**src/verilog/srsc_pkg.sv**
```systemverilog
/*
 * Constants shared by the standby and reset sequencer: register offsets, field positions,
 * reset values, timing figures and the sequencer states.
 * Assumes a 125 MHz APB clock and 32-bit aligned register words.
 */
package srsc_pkg;
    // Register byte offsets.
    localparam logic [7:0] SRSC_CTRL_OFF = 8'h00;
    localparam logic [7:0] SRSC_STAT_OFF = 8'h04;
    localparam logic [7:0] SRSC_CAUSE_OFF = 8'h08;
    localparam logic [7:0] SRSC_STABCNT_OFF = 8'h0c;

    // Control register fields.
    localparam int SRSC_AMP_BIT = 0;
    localparam int SRSC_CLKSEL_BIT = 1;
    localparam int SRSC_LSSTOP_BIT = 2;
    localparam int SRSC_XTAL_BIT = 3;
    localparam int SRSC_STABSEL_LSB = 4;
    localparam logic [31:0] SRSC_CTRL_RST = 32'h0000_0000;

    // Reset cause fields, write one to clear.
    localparam int SRSC_CAUSE_EXT_BIT = 0;
    localparam int SRSC_CAUSE_WDT_BIT = 1;
    localparam int SRSC_CAUSE_LVD_BIT = 2;
    localparam logic [2:0] SRSC_CAUSE_RST = 3'h0;

    // Timing figures and their cycle counts.
    localparam int SRSC_CLK_PERIOD_NS = 8;
    localparam int SRSC_EXT_RST_MIN_NS = 10000;
    localparam logic [10:0] SRSC_EXT_RST_CYC =
        11'((SRSC_EXT_RST_MIN_NS + SRSC_CLK_PERIOD_NS - 1) / SRSC_CLK_PERIOD_NS);
    localparam int SRSC_HOLD_MIN_NS = 4060;
    localparam logic [23:0] SRSC_HOLD_CYC =
        24'((SRSC_HOLD_MIN_NS + SRSC_CLK_PERIOD_NS - 1) / SRSC_CLK_PERIOD_NS);
    localparam logic [23:0] SRSC_EXT_HOLD_EDGES = 24'(160);
    localparam logic [2:0] SRSC_WDT_RST_CYC = 3'h4;

    typedef enum logic [3:0] {
        SRSC_RUN = 4'b0001,
        SRSC_STOP = 4'b0010,
        SRSC_STAB = 4'b0100,
        SRSC_HOLD = 4'b1000
    } srsc_state_t;
endpackage : srsc_pkg

```
**src/verilog/srsc_top.sv**
```systemverilog
/*
 * Standby and reset sequencer with an APB register slave.
 * Assumes stop_exec, int_pending, wdt_overflow and lvd_detect come from logic on pclk;
 * the reset pin and the external clock input arrive asynchronously.
 */
`timescale 1ns/1ns

// Summary of operation
// RULE_01 - Software restarts peripherals halted by standby.
// RULE_02 - Low-speed oscillator keeps its pre-standby state.
// RULE_03 - Software parks on internal clock before standby.
// RULE_04 - Amplifier set, internal clock: hold CPU clock.
// RULE_05 - Amplifier set, external clock: hold 160 edges.
// RULE_06 - External reset pin held low 10 us.
// RULE_07 - Reset stops oscillators, ignores external clock.
// RULE_08 - Reset keeps standby state, ports high impedance.
// RULE_09 - Voltage detector reset spares the detector.
// RULE_10 - Watchdog reset also resets the watchdog.
// RULE_11 - Pending interrupt turns standby into halt.
// RULE_12 - All reset sources merge into one reset.
module srsc_top
    import srsc_pkg::*;
#(
    parameter int STAB_BASE_CYC = 256
)(
    // Clock and reset.
    input wire logic pclk,
    input wire logic presetn,
    // APB slave.
    input wire logic psel,
    input wire logic penable,
    input wire logic pwrite,
    input wire logic [7:0] paddr,
    input wire logic [31:0] pwdata,
    output logic [31:0] prdata,
    output logic pready,
    output logic pslverr,
    // CPU and system events.
    input wire logic stop_exec,
    input wire logic int_pending,
    input wire logic wdt_overflow,
    input wire logic lvd_detect,
    // Pins.
    input wire logic reset_pin_n,
    input wire logic main_crystal_clock,
    // Clock and reset control.
    output logic cpu_clk_en,
    output logic xtal_osc_en,
    output logic hs_osc_en,
    output logic ls_osc_en,
    output logic ext_clk_accept,
    output logic port_hiz,
    output logic sys_rst,
    output logic wdt_rst,
    output logic lvd_rst,
    output logic stop_mode,
    output logic halt_mode
);
    typedef struct packed {
        srsc_state_t st;
        logic amp;
        logic clksel;
        logic ls_stop;
        logic xtal;
        logic [1:0] stab_sel;
        logic amp_lat;
        logic sel_lat;
        logic [23:0] cnt;
        logic [23:0] hold_len;
        logic [10:0] ext_cnt;
        logic [2:0] wdt_cnt;
        logic [2:0] cause;
        logic rstpin_s1;
        logic rstpin_s2;
        logic eclk_s1;
        logic eclk_s2;
        logic eclk_prev;
        logic pready;
        logic pslverr;
        logic [31:0] prdata;
        logic sys_rst;
        logic wdt_rst;
        logic lvd_rst;
        logic cpu_clk_en;
        logic xtal_en;
        logic hs_en;
        logic ls_en;
        logic eclk_accept;
        logic port_hiz;
        logic stop_mode;
        logic halt_mode;
    } srsc_regs_t;

    srsc_regs_t q_ff;
    srsc_regs_t nxt_q;
    logic ext_rst;
    logic int_rst;
    logic eclk_rise;
    logic wr_done;

    function automatic logic srsc_mapped(input logic [7:0] a);
        srsc_mapped = (a == SRSC_CTRL_OFF) || (a == SRSC_STAT_OFF) ||
            (a == SRSC_CAUSE_OFF) || (a == SRSC_STABCNT_OFF);
    endfunction : srsc_mapped

    function automatic logic [23:0] srsc_stab_len(input logic [1:0] sel);
        srsc_stab_len = 24'(STAB_BASE_CYC) << {sel, 1'b0};
    endfunction : srsc_stab_len

    always_comb
    begin
        nxt_q = q_ff;
        nxt_q.rstpin_s1 = reset_pin_n;
        nxt_q.rstpin_s2 = q_ff.rstpin_s1;
        nxt_q.eclk_s1 = main_crystal_clock;
        nxt_q.eclk_s2 = q_ff.eclk_s1;
        nxt_q.eclk_prev = q_ff.eclk_s2;
        eclk_rise = q_ff.eclk_s2 && !q_ff.eclk_prev;
        // Only a low level that lasts the full minimum counts as an external reset.
        if (q_ff.rstpin_s2)
            nxt_q.ext_cnt = 11'h000;
        else if (q_ff.ext_cnt != SRSC_EXT_RST_CYC)
            nxt_q.ext_cnt = q_ff.ext_cnt + 11'h001;
        ext_rst = !q_ff.rstpin_s2 && (q_ff.ext_cnt == SRSC_EXT_RST_CYC); // [RULE_06]
        if (wdt_overflow)
            nxt_q.wdt_cnt = SRSC_WDT_RST_CYC;
        else if (q_ff.wdt_cnt != 3'h0)
            nxt_q.wdt_cnt = q_ff.wdt_cnt - 3'h1;
        int_rst = ext_rst || (q_ff.wdt_cnt != 3'h0) || lvd_detect; // [RULE_12]
        // APB: one wait state, write and read data complete together with pready.
        nxt_q.pready = psel && penable && !q_ff.pready;
        nxt_q.pslverr = nxt_q.pready && !srsc_mapped(paddr);
        nxt_q.prdata = 32'h0000_0000;
        if (nxt_q.pready && !pwrite)
        begin
            case (paddr)
                SRSC_CTRL_OFF: nxt_q.prdata = {26'h000_0000, q_ff.stab_sel, q_ff.xtal,
                    q_ff.ls_stop, q_ff.clksel, q_ff.amp};
                SRSC_STAT_OFF: nxt_q.prdata = {26'h000_0000, q_ff.sel_lat, q_ff.amp_lat,
                    q_ff.st};
                SRSC_CAUSE_OFF: nxt_q.prdata = {29'h0000_0000, q_ff.cause};
                SRSC_STABCNT_OFF: nxt_q.prdata = {8'h00, q_ff.cnt};
                default: nxt_q.prdata = 32'h0000_0000;
            endcase
        end
        wr_done = psel && penable && q_ff.pready && pwrite;
        // Cause flags survive the internal reset; a new cause wins over a clear.
        if (wr_done && (paddr == SRSC_CAUSE_OFF))
            nxt_q.cause = q_ff.cause & ~pwdata[2:0];
        if (ext_rst)
            nxt_q.cause[SRSC_CAUSE_EXT_BIT] = 1'b1;
        if (q_ff.wdt_cnt != 3'h0)
            nxt_q.cause[SRSC_CAUSE_WDT_BIT] = 1'b1;
        if (lvd_detect)
            nxt_q.cause[SRSC_CAUSE_LVD_BIT] = 1'b1;
        if (int_rst)
        begin
            {nxt_q.stab_sel, nxt_q.xtal, nxt_q.ls_stop, nxt_q.clksel, nxt_q.amp} =
                SRSC_CTRL_RST[5:0];
            nxt_q.cnt = 24'h00_0000;
            // A standby in progress is held for as long as reset lasts.
            nxt_q.st = (q_ff.st == SRSC_STOP) ? SRSC_STOP : SRSC_RUN; // [RULE_08]
        end
        else if (q_ff.sys_rst)
        begin
            nxt_q.st = SRSC_RUN;
        end
        else
        begin
            if (wr_done && (paddr == SRSC_CTRL_OFF))
            begin
                nxt_q.amp = pwdata[SRSC_AMP_BIT];
                nxt_q.clksel = pwdata[SRSC_CLKSEL_BIT];
                nxt_q.ls_stop = pwdata[SRSC_LSSTOP_BIT];
                nxt_q.xtal = pwdata[SRSC_XTAL_BIT];
                nxt_q.stab_sel = pwdata[SRSC_STABSEL_LSB +: 2];
            end
            case (q_ff.st)
                SRSC_RUN:
                begin
                    if (stop_exec)
                    begin
                        nxt_q.amp_lat = q_ff.amp;
                        nxt_q.sel_lat = q_ff.clksel;
                        nxt_q.cnt = 24'h00_0000;
                        nxt_q.st = int_pending ? SRSC_STAB : SRSC_STOP; // [RULE_11]
                    end
                end
                SRSC_STOP:
                begin
                    if (int_pending)
                    begin
                        nxt_q.cnt = 24'h00_0000;
                        nxt_q.st = SRSC_STAB;
                    end
                end
                SRSC_STAB:
                begin
                    nxt_q.cnt = q_ff.cnt + 24'h00_0001;
                    if (nxt_q.cnt >= srsc_stab_len(q_ff.stab_sel))
                    begin
                        nxt_q.cnt = 24'h00_0000;
                        nxt_q.st = q_ff.amp_lat ? SRSC_HOLD : SRSC_RUN;
                    end
                end
                SRSC_HOLD:
                begin
                    if (!q_ff.sel_lat || eclk_rise)
                        nxt_q.cnt = q_ff.cnt + 24'h00_0001;
                    if (!q_ff.sel_lat && (nxt_q.cnt == SRSC_HOLD_CYC)) // [RULE_04]
                        nxt_q.st = SRSC_RUN;
                    if (q_ff.sel_lat && (nxt_q.cnt == SRSC_EXT_HOLD_EDGES)) // [RULE_05]
                        nxt_q.st = SRSC_RUN;
                    if (nxt_q.st == SRSC_RUN)
                        nxt_q.cnt = 24'h00_0000;
                end
                default: nxt_q.st = SRSC_RUN;
            endcase
        end

        nxt_q.hold_len = (q_ff.st == SRSC_HOLD) ? q_ff.hold_len + 24'h00_0001 : 24'h00_0000;
        nxt_q.sys_rst = int_rst;
        nxt_q.wdt_rst = int_rst; // [RULE_10]
        // The voltage detector is cleared only by the power-level reset input.
        nxt_q.lvd_rst = 1'b0; // [RULE_09]
        nxt_q.port_hiz = int_rst; // [RULE_08]
        nxt_q.cpu_clk_en = !int_rst && (nxt_q.st == SRSC_RUN);
        nxt_q.hs_en = !int_rst && (nxt_q.st != SRSC_STOP); // [RULE_07]
        nxt_q.xtal_en = !int_rst && nxt_q.xtal && (nxt_q.st != SRSC_STOP); // [RULE_07]
        nxt_q.eclk_accept = !int_rst && (nxt_q.st != SRSC_STOP); // [RULE_07]
        // Standby does not touch the low-speed oscillator; only software or the internal reset stops it.
        nxt_q.ls_en = !int_rst && !nxt_q.ls_stop; // [RULE_02]
        nxt_q.stop_mode = nxt_q.st == SRSC_STOP;
        nxt_q.halt_mode = nxt_q.st == SRSC_STAB;
    end

    always_ff @(posedge pclk or negedge presetn)
    begin
        if (!presetn)
        begin
            q_ff <= '{st: SRSC_RUN, rstpin_s1: 1'b1, rstpin_s2: 1'b1, sys_rst: 1'b1,
                wdt_rst: 1'b1, lvd_rst: 1'b1, port_hiz: 1'b1, default: '0};
        end
        else
        begin
            q_ff <= nxt_q;
        end
    end

    assign prdata = q_ff.prdata;
    assign pready = q_ff.pready;
    assign pslverr = q_ff.pslverr;
    assign cpu_clk_en = q_ff.cpu_clk_en;
    assign xtal_osc_en = q_ff.xtal_en;
    assign hs_osc_en = q_ff.hs_en;
    assign ls_osc_en = q_ff.ls_en;
    assign ext_clk_accept = q_ff.eclk_accept;
    assign port_hiz = q_ff.port_hiz;
    assign sys_rst = q_ff.sys_rst;
    assign wdt_rst = q_ff.wdt_rst;
    assign lvd_rst = q_ff.lvd_rst;
    assign stop_mode = q_ff.stop_mode;
    assign halt_mode = q_ff.halt_mode;
endmodule : srsc_top
```
**config.mk**
```make
export PLATFORM = sky130hd
export DESIGN_NAME = srsc_top
export DESIGN_NICKNAME = d
export VERILOG_FILES = /design/src/verilog/srsc_pkg.sv /design/src/verilog/srsc_top.sv
export SDC_FILE = /design/constraint.sdc
export NUM_CORES = 1
export LEC_CHECK = 0
export BUFFER_PORTS_ARGS = -buffer_cell sky130_fd_sc_hd__buf_2
export CAP_MARGIN = 0
export CORE_MARGIN = 3
export CORE_UTILIZATION = 40
export CTS_CLUSTER_DIAMETER = 80
export DETAILED_ROUTE_END_ITERATION = 6
export SYNTH_ARGS = -nofsm -noshare
export SYNTH_HDL_FRONTEND = slang
export SYNTH_SLANG_ARGS = --single-unit
export TNS_END_PERCENT = 1
```
**constraint.sdc**
```tcl
create_clock -name pclk -period 6.93 [get_ports pclk]
set_input_delay 2.079 -clock pclk [delete_from_list [all_inputs] [get_ports pclk]]
set_output_delay 2.079 -clock pclk [all_outputs]
set_load 0.05 [all_outputs]
```
Yosys cells after proc, flatten, opt, wreduce, memory -nomap -nowiden
Index checks and enable logic that the tools add are counted.
Operators by class
  div/mod/pow operators: 0
  magnitude comparators: 1
  reduce and logical (&&, ||, !) cells: 43
  bitwise operators: 4
  multiply operators: 0
  equal/unequal tests: 19
  add/sub/neg operators: 3
  muxes and demuxes: 37
  shifts and indexed selects: 1
Operators with widths (number)
  $mux 24: 9
  $pmux 24 s4: 2
  $mux 4: 10
  $mux 32: 1
  $mux 26: 1
  $add 24x1->24 const B: 1
  $eq 24x8->1 const B: 1
  $eq 24x9->1 const B: 1
  $ge 24x24->1: 1
  $shl 9x3->24 const A: 1
  $mux 11: 2
  $logic_and 1x1->1: 17
  $eq 8x4->1 const B: 2
  $pmux 4 s4: 1
  $eq 4x1->1 const B: 3
  $mux 3: 4
  $reduce_bool 2->1: 6
  $add 11x1->11 const B: 1
  $eq 11x11->1 const B: 1
  $ne 11x11->1 const B: 1
  $mux 10: 1
  $eq 4x2->1 const B: 2
  $eq 4x3->1 const B: 2
  $eq 8x3->1 const B: 1
  18 further kinds: 36
Storage, ports and cells
  register bits: 100
  memories kept: 0
  bits in latches: 0
  RAM bits: 0
  output and inout bits: 45
  memory bits (read-only): 0

Longest topological paths before layout
  depth in word-level cells: 21
  mapped depth: 14
  mapped depth without buffers: 12

Least setup slack after synthesis
Ideal clock, no wire load.
  path kind: input port to flip-flop
  start: input port paddr[5]
  end: register q_ff (netlist bit ls_osc_en)
  buffers on the path: 1
  stages on the path: 7
  setup time: 137 ps
  data arrival time: 3681 ps
  setup slack: 3111 ps
  cell sequence: nor4_1 -> nand2_1 -> or4_1 -> or3_1 -> clkbuf_1 -> mux2i_1 -> nor2b_1
RTL lines
  start: declaration: RTL line srsc_top.sv:33  | input wire logic [7:0] paddr,
  end signal: assignment: RTL line srsc_top.sv:241  | q_ff <= '{st: SRSC_RUN, rstpin_s1: 1'b1, rstpin_s2: 1'b1, sys_rst: 1'b1,
  end signal: assignment: RTL line srsc_top.sv:246  | q_ff <= nxt_q;
  end: declaration: RTL line srsc_top.sv:94  | srsc_regs_t q_ff;

Final worst setup path
  start: register q_ff[91] (netlist name)
  end: register q_ff[104] (netlist name)
On the way
  word-level cells in the longest chain between the ends: 17
  elaborated cells on any way between the ends: 21
  classes of those cells: add/sub (1); order compare (1); eq/ne (3); mux (14); reduce/logical (2)
Ends and longest elaborated chain
  $add 24x1->24: RTL line srsc_top.sv:199, srsc_top.sv:209
  $mux 24: RTL line srsc_top.sv:208  | if (!q_ff.sel_lat || eclk_rise)
  $mux 24: RTL line srsc_top.sv:178  | case (q_ff.st)
  $mux 24: RTL line srsc_top.sv:164  | else if (q_ff.sys_rst)
  $mux 24: RTL line srsc_top.sv:156  | if (int_rst)
  $eq 24x9->1: RTL line srsc_top.sv:210  | if (!q_ff.sel_lat && (nxt_q.cnt == SRSC_HOLD_CYC))
  $logic_and 1x1->1: RTL line srsc_top.sv:210
  $mux 4: RTL line srsc_top.sv:210
  $mux 4: RTL line srsc_top.sv:212  | if (q_ff.sel_lat && (nxt_q.cnt == SRSC_EXT_HOLD_EDGES))
  $mux 4: RTL line srsc_top.sv:178
  $mux 4: RTL line srsc_top.sv:164
  $mux 4: RTL line srsc_top.sv:156
  $eq 4x1->1: RTL line srsc_top.sv:214  | if (nxt_q.st == SRSC_RUN)
  $mux 24: RTL line srsc_top.sv:214
  $pmux 24 s4 (*): RTL line srsc_top.sv:178
  $mux 32 (*): RTL line srsc_top.sv:164
  $mux 24 (*): RTL line srsc_top.sv:156
Every way passes the cells marked *; elsewhere a longest branch is shown, timed or not. The select of a mux whose other input is x is not followed.
A chain may end at the register's enable or synchronous reset.

==> results.md <==
Outcome:
- The run finished with clean final reports.

Floorplan:
- The effective utilization at floorplan is just over 40%.
- 96 I/O pins were placed.
- The number of standard-cell rows in the floorplan is between 40 and 50.
- In this run the standard cell core region covers about 0.013 sq mm.
- The die covers roughly 0.015 sq mm.
- From left edge to right edge, the die measures 124 microns.
- The die is 124 microns tall.

Synthesis:
- The area share of the largest cell type after synthesis is ~39%.
- The post-synthesis average cell area is 9.22 sq um.
- Ranked by instance count, the synthesized netlist is headed by sky130_fd_sc_hd__dfrtp_1, sky130_fd_sc_hd__nand2_1, sky130_fd_sc_hd__nor2_1, sky130_fd_sc_hd__buf_4, sky130_fd_sc_hd__a21oi_1.
- For this run, asynchronously set or reset flops after synthesis account for 100%.
- The number of synthesized flops with an enable pin is 0.
- Synthesis produced slightly above 600 cells.
- After synthesis, the netlist uses between 70 and 80 different library cells.
- sky130_fd_sc_hd__dfrtp_1 takes more of the synthesized area than any other cell.
- The total standard cell area after synthesis is around 0.0056 sq mm.
- The dominant cell by count in the synthesized netlist is sky130_fd_sc_hd__dfrtp_1.
- For this run, the register share of the synthesized area comes to approximately 41%.
- The most used flip-flop cell after synthesis is sky130_fd_sc_hd__dfrtp_1.
- For this run, the number of Yosys warnings is 0.
- Counting flops and latches in the post-synthesis netlist gives 92.
- Ranked by total cell area, the synthesized netlist is headed by sky130_fd_sc_hd__dfrtp_1, sky130_fd_sc_hd__buf_4, sky130_fd_sc_hd__nand2_1, sky130_fd_sc_hd__nor2_1, sky130_fd_sc_hd__and2_1.

Critical path:
- Traced cell by cell, the critical path runs through ha_1 > nand4_2 > nor4_2 > nand3_4 > a2111oi_4 > o211ai_2 > nor3_1 > o21ai_0 > o41ai_1.
- For the worst setup path, the data required time is slightly above 7 ns.
- Broken down by cell family, the worst path's largest delay share belongs to simple AND/OR/NAND/NOR gates.
- The worst reg2reg path endpoint is q_ff[104]$_DFFE_PN0P_.
- In this run the worst setup path terminates at q_ff[104]$_DFFE_PN0P_.
- The element type at the critical path end is a flip-flop.
- The largest fanout on the critical path is 11.
- The kind of launch point of the worst setup path is a flip-flop.
- Data arrives at the worst endpoint at 4.69 ns.
- The setup path with the least slack is of type flip-flop to flip-flop.
- The slowest stage cell on the critical path is sky130_fd_sc_hd__nor4_2.
- The source of the critical timing path is q_ff[91]$_DFFE_PN0P_.
- The worst setup slack for register-to-register paths is between 2 and 2.5 ns.
- The critical path runs through a total of 9 cells.
- The number of buffers and inverters on the critical path is 0.
- The maximum cell stage delay along the critical path is between 0.9 and 1 ns.
- For the worst flop-to-flop path, the logic depth is 9.
- The beginning of the worst register-to-register path is q_ff[91]$_DFFE_PN0P_.

Global routing:
- The via count of the first global-routing pass is ~4400.
- The total overflow left after global routing is 0.
- Entering global routing, the biggest net connects 56 pins.
- Global routing used a little under a fifth of the available tracks across all layers.
- The global-route wire length before repair is 23.2 mm.
- The initial antenna violation count is 0.

Clocking:
- The post-CTS resize count is 0.
- Clock-pin slew was measured on the worst setup and hold paths at roughly 0.060 ns.
- TritonCTS built the clock tree.
- The longest clock path from root to sink contains 2 buffers.
- The H-tree was split into 3 levels.
- The clock insertion delay at the later pin of the skew report is about 0.35 ns.
- The number of hold buffers added after CTS was 0.
- The CTS sink count is 92.
- The post-CTS setup-driven buffer insertion count is 0.
- In this run the clock root is driven by a sky130_fd_sc_hd__clkbuf_16.
- Clock tree synthesis inserted a total of 9 buffers.

Detailed routing:
- After detailed routing, the average wire length per cell comes to around 17 microns.
- The detailed-route via count is roughly 4500.
- After the first detailed-routing iteration, the DRC count stood at roughly 350.
- The number of iterations in the first detailed-routing pass is 5.
- Wires add up to 13.7 mm.
- After detailed routing, the number of vias per cell comes to between 5 and 6.
- The remaining antenna violation count is 0.
- After detailed routing, the number of remaining DRC violations is 0.

Power and ir drop:
- The power per cell area is just over 200 mW/mm^2.
- The leakage power figure is approximately 2.7 nW.
- Across the VDD grid, the largest voltage drop is 0.111 mV.

Layout:
- The area added between synthesis and finish is 8.86%.
- After the last flow step, the layout net total stands at just under 700.
- Fill cells in the final layout number between 1000 and 1500.
- The number of diodes is 0.
- The utilization of the core after routing is between 40% and 50%.
- The share of layout cells above drive strength 1 is 17.8%.

Timing:
- The highest clock frequency the design can meet is about 0.22 GHz.
- The final clock skew is 0.00867 ns.
- The final total negative setup slack is 0 ns.
- The number of pins with negative max-slew slack in the final report is 0.
- Counting I/O delays and the setup requirement, the final critical path takes 4.46 ns.
- For the pin with the worst max-slew slack, the measured transition is roughly 1.1 ns.
- The number of endpoints with negative hold slack in the final report is 0.
- The final-report setup violation count is 0.
- The worst pin sits at a relative slew slack of between 20% and 30%.
- Of the available clock period, the critical path in the final layout requires approximately 64%.
- Setup repair after global routing left no endpoint under its margin.

Worst hold path:
- The class of the worst hold path is flip-flop to flip-flop.
- The worst hold path cell count is 0.
- The startpoint identified for the worst hold timing path is nxt_q[46]$_DFF_PN0_.

Place:
- Detailed placement finished with a half-perimeter wire length of approximately 9.9 mm.
- The global placer's final weighted congestion is between 0.9 and 1.
- Buffers placed on the I/O ports in this run total just over 60.

Flow run:
- The number of maximum-capacitance constraint violations is 0.
cell usage in the layout, fill, tap and decap left out, types with 4 or more instances in the layout:
master	Yosys	final
sky130_fd_sc_hd__dfrtp_1	87	87
sky130_fd_sc_hd__o21ai_1	6	6
sky130_fd_sc_hd__or3_1	5	5
sky130_fd_sc_hd__xnor2_1	14	14
sky130_fd_sc_hd__nor2_1	46	46
sky130_fd_sc_hd__nand2_1	49	49
sky130_fd_sc_hd__or4_1	6	6
sky130_fd_sc_hd__nor2b_1	7	7
sky130_fd_sc_hd__and2_1	24	24
sky130_fd_sc_hd__nand4_1	5	5
sky130_fd_sc_hd__buf_2	6	60
sky130_fd_sc_hd__nand3_1	20	20
sky130_fd_sc_hd__and4_1	7	7
sky130_fd_sc_hd__clkbuf_16	0	9
sky130_fd_sc_hd__buf_4	38	7
sky130_fd_sc_hd__a21o_1	8	8
sky130_fd_sc_hd__dfstp_2	5	5
sky130_fd_sc_hd__a21oi_1	28	28
sky130_fd_sc_hd__a31oi_1	5	5
sky130_fd_sc_hd__xor2_1	10	10
sky130_fd_sc_hd__mux2i_1	10	10
sky130_fd_sc_hd__o22ai_1	4	4
sky130_fd_sc_hd__o31ai_1	11	11
sky130_fd_sc_hd__conb_1	1	9
sky130_fd_sc_hd__nor4_1	11	11
sky130_fd_sc_hd__a21boi_0	4	4
sky130_fd_sc_hd__nor3_1	22	22
sky130_fd_sc_hd__ha_1	10	10
sky130_fd_sc_hd__inv_1	14	14
sky130_fd_sc_hd__nand2b_1	9	9
sky130_fd_sc_hd__and3_1	8	8
sky130_fd_sc_hd__a211oi_1	9	9
sky130_fd_sc_hd__o21ai_0	24	24
cells by family after synthesis:
kind of cell | Yosys count | share of synthesized area [%]
simple gates | 245 | 24.4
compound gates | 133 | 16.2
flops | 92 | 41.3
buf+inv | 87 | 8.68
xor+xnor | 24 | 3.76
mux | 15 | 3.40
fa+ha+maj | 10 | 2.24
other cells | 1 | 0.0670
worst min path at each step:
| stage | to | slack, ns |
|---|---|---|
| 2_1_floorplan | nxt_q[45]$_DFF_PN0_ | 0.33 |
| 3_3_place_gp | nxt_q[45]$_DFF_PN0_ | 0.34 |
| 3_5_place_dp | nxt_q[45]$_DFF_PN0_ | 0.34 |
| 4_1_cts | nxt_q[45]$_DFF_PN0_ | 0.36 |
| 5_1_grt | nxt_q[45]$_DFF_PN0_ | 0.36 |
| 6_report | nxt_q[45]$_DFF_PN0_ | 0.36 |
state kept, by name, indices dropped and copies added, names as in the netlist:
signal	cells
cpu_clk_en	1
pready	1
ls_osc_en	1
nxt_q	3
xtal_osc_en	1
q_ff	55
ext_clk_accept	1
port_hiz	1
pslverr	1
lvd_rst	1
stop_mode	1
prdata	24
halt_mode	1
power breakdown:
part | switching, mW | internal, mW
logic | 0.104 | 0.0393
clock network | 0.212 | 0.327
registers | 0.0134 | 0.555
per-layer routing:
metal	part of all wire [%]	wire length, microns	track usage [%]
met5	0	0	0
met4	1.8	244	5.22
met3	6.3	863	4.72
met2	45	6210	27.7
met1	47	6410	25.8
final cells by class:
cell class | count | area [sq um] | area share [%]
multi-input combinational | 436 | 2830 | 46.5
clock buffer | 11 | 243 | 3.99
inverter | 14 | 52.6 | 0.863
sequential | 92 | 2310 | 37.9
timing repair buffer | 67 | 353 | 5.79
tap | 176 | 220 | 3.62
clock inverter | 5 | 82.6 | 1.36
stage by stage:
step           area (sq um)  power, mW  hold slack [ns]  setup slack (ns)  std cells
2_1_floorplan          5620      0.682            0.331              3.11        615
5_1_grt                6090       1.31            0.364              2.10        801
3_5_place_dp           5760      0.723            0.345              2.56        785
4_1_cts                6090       1.27            0.360              2.59        801
6_report               6090       1.25            0.359              2.47        801
3_3_place_gp           5760      0.717            0.339              2.52        785
No activity file was read; power rests on OpenSTA's default activity.
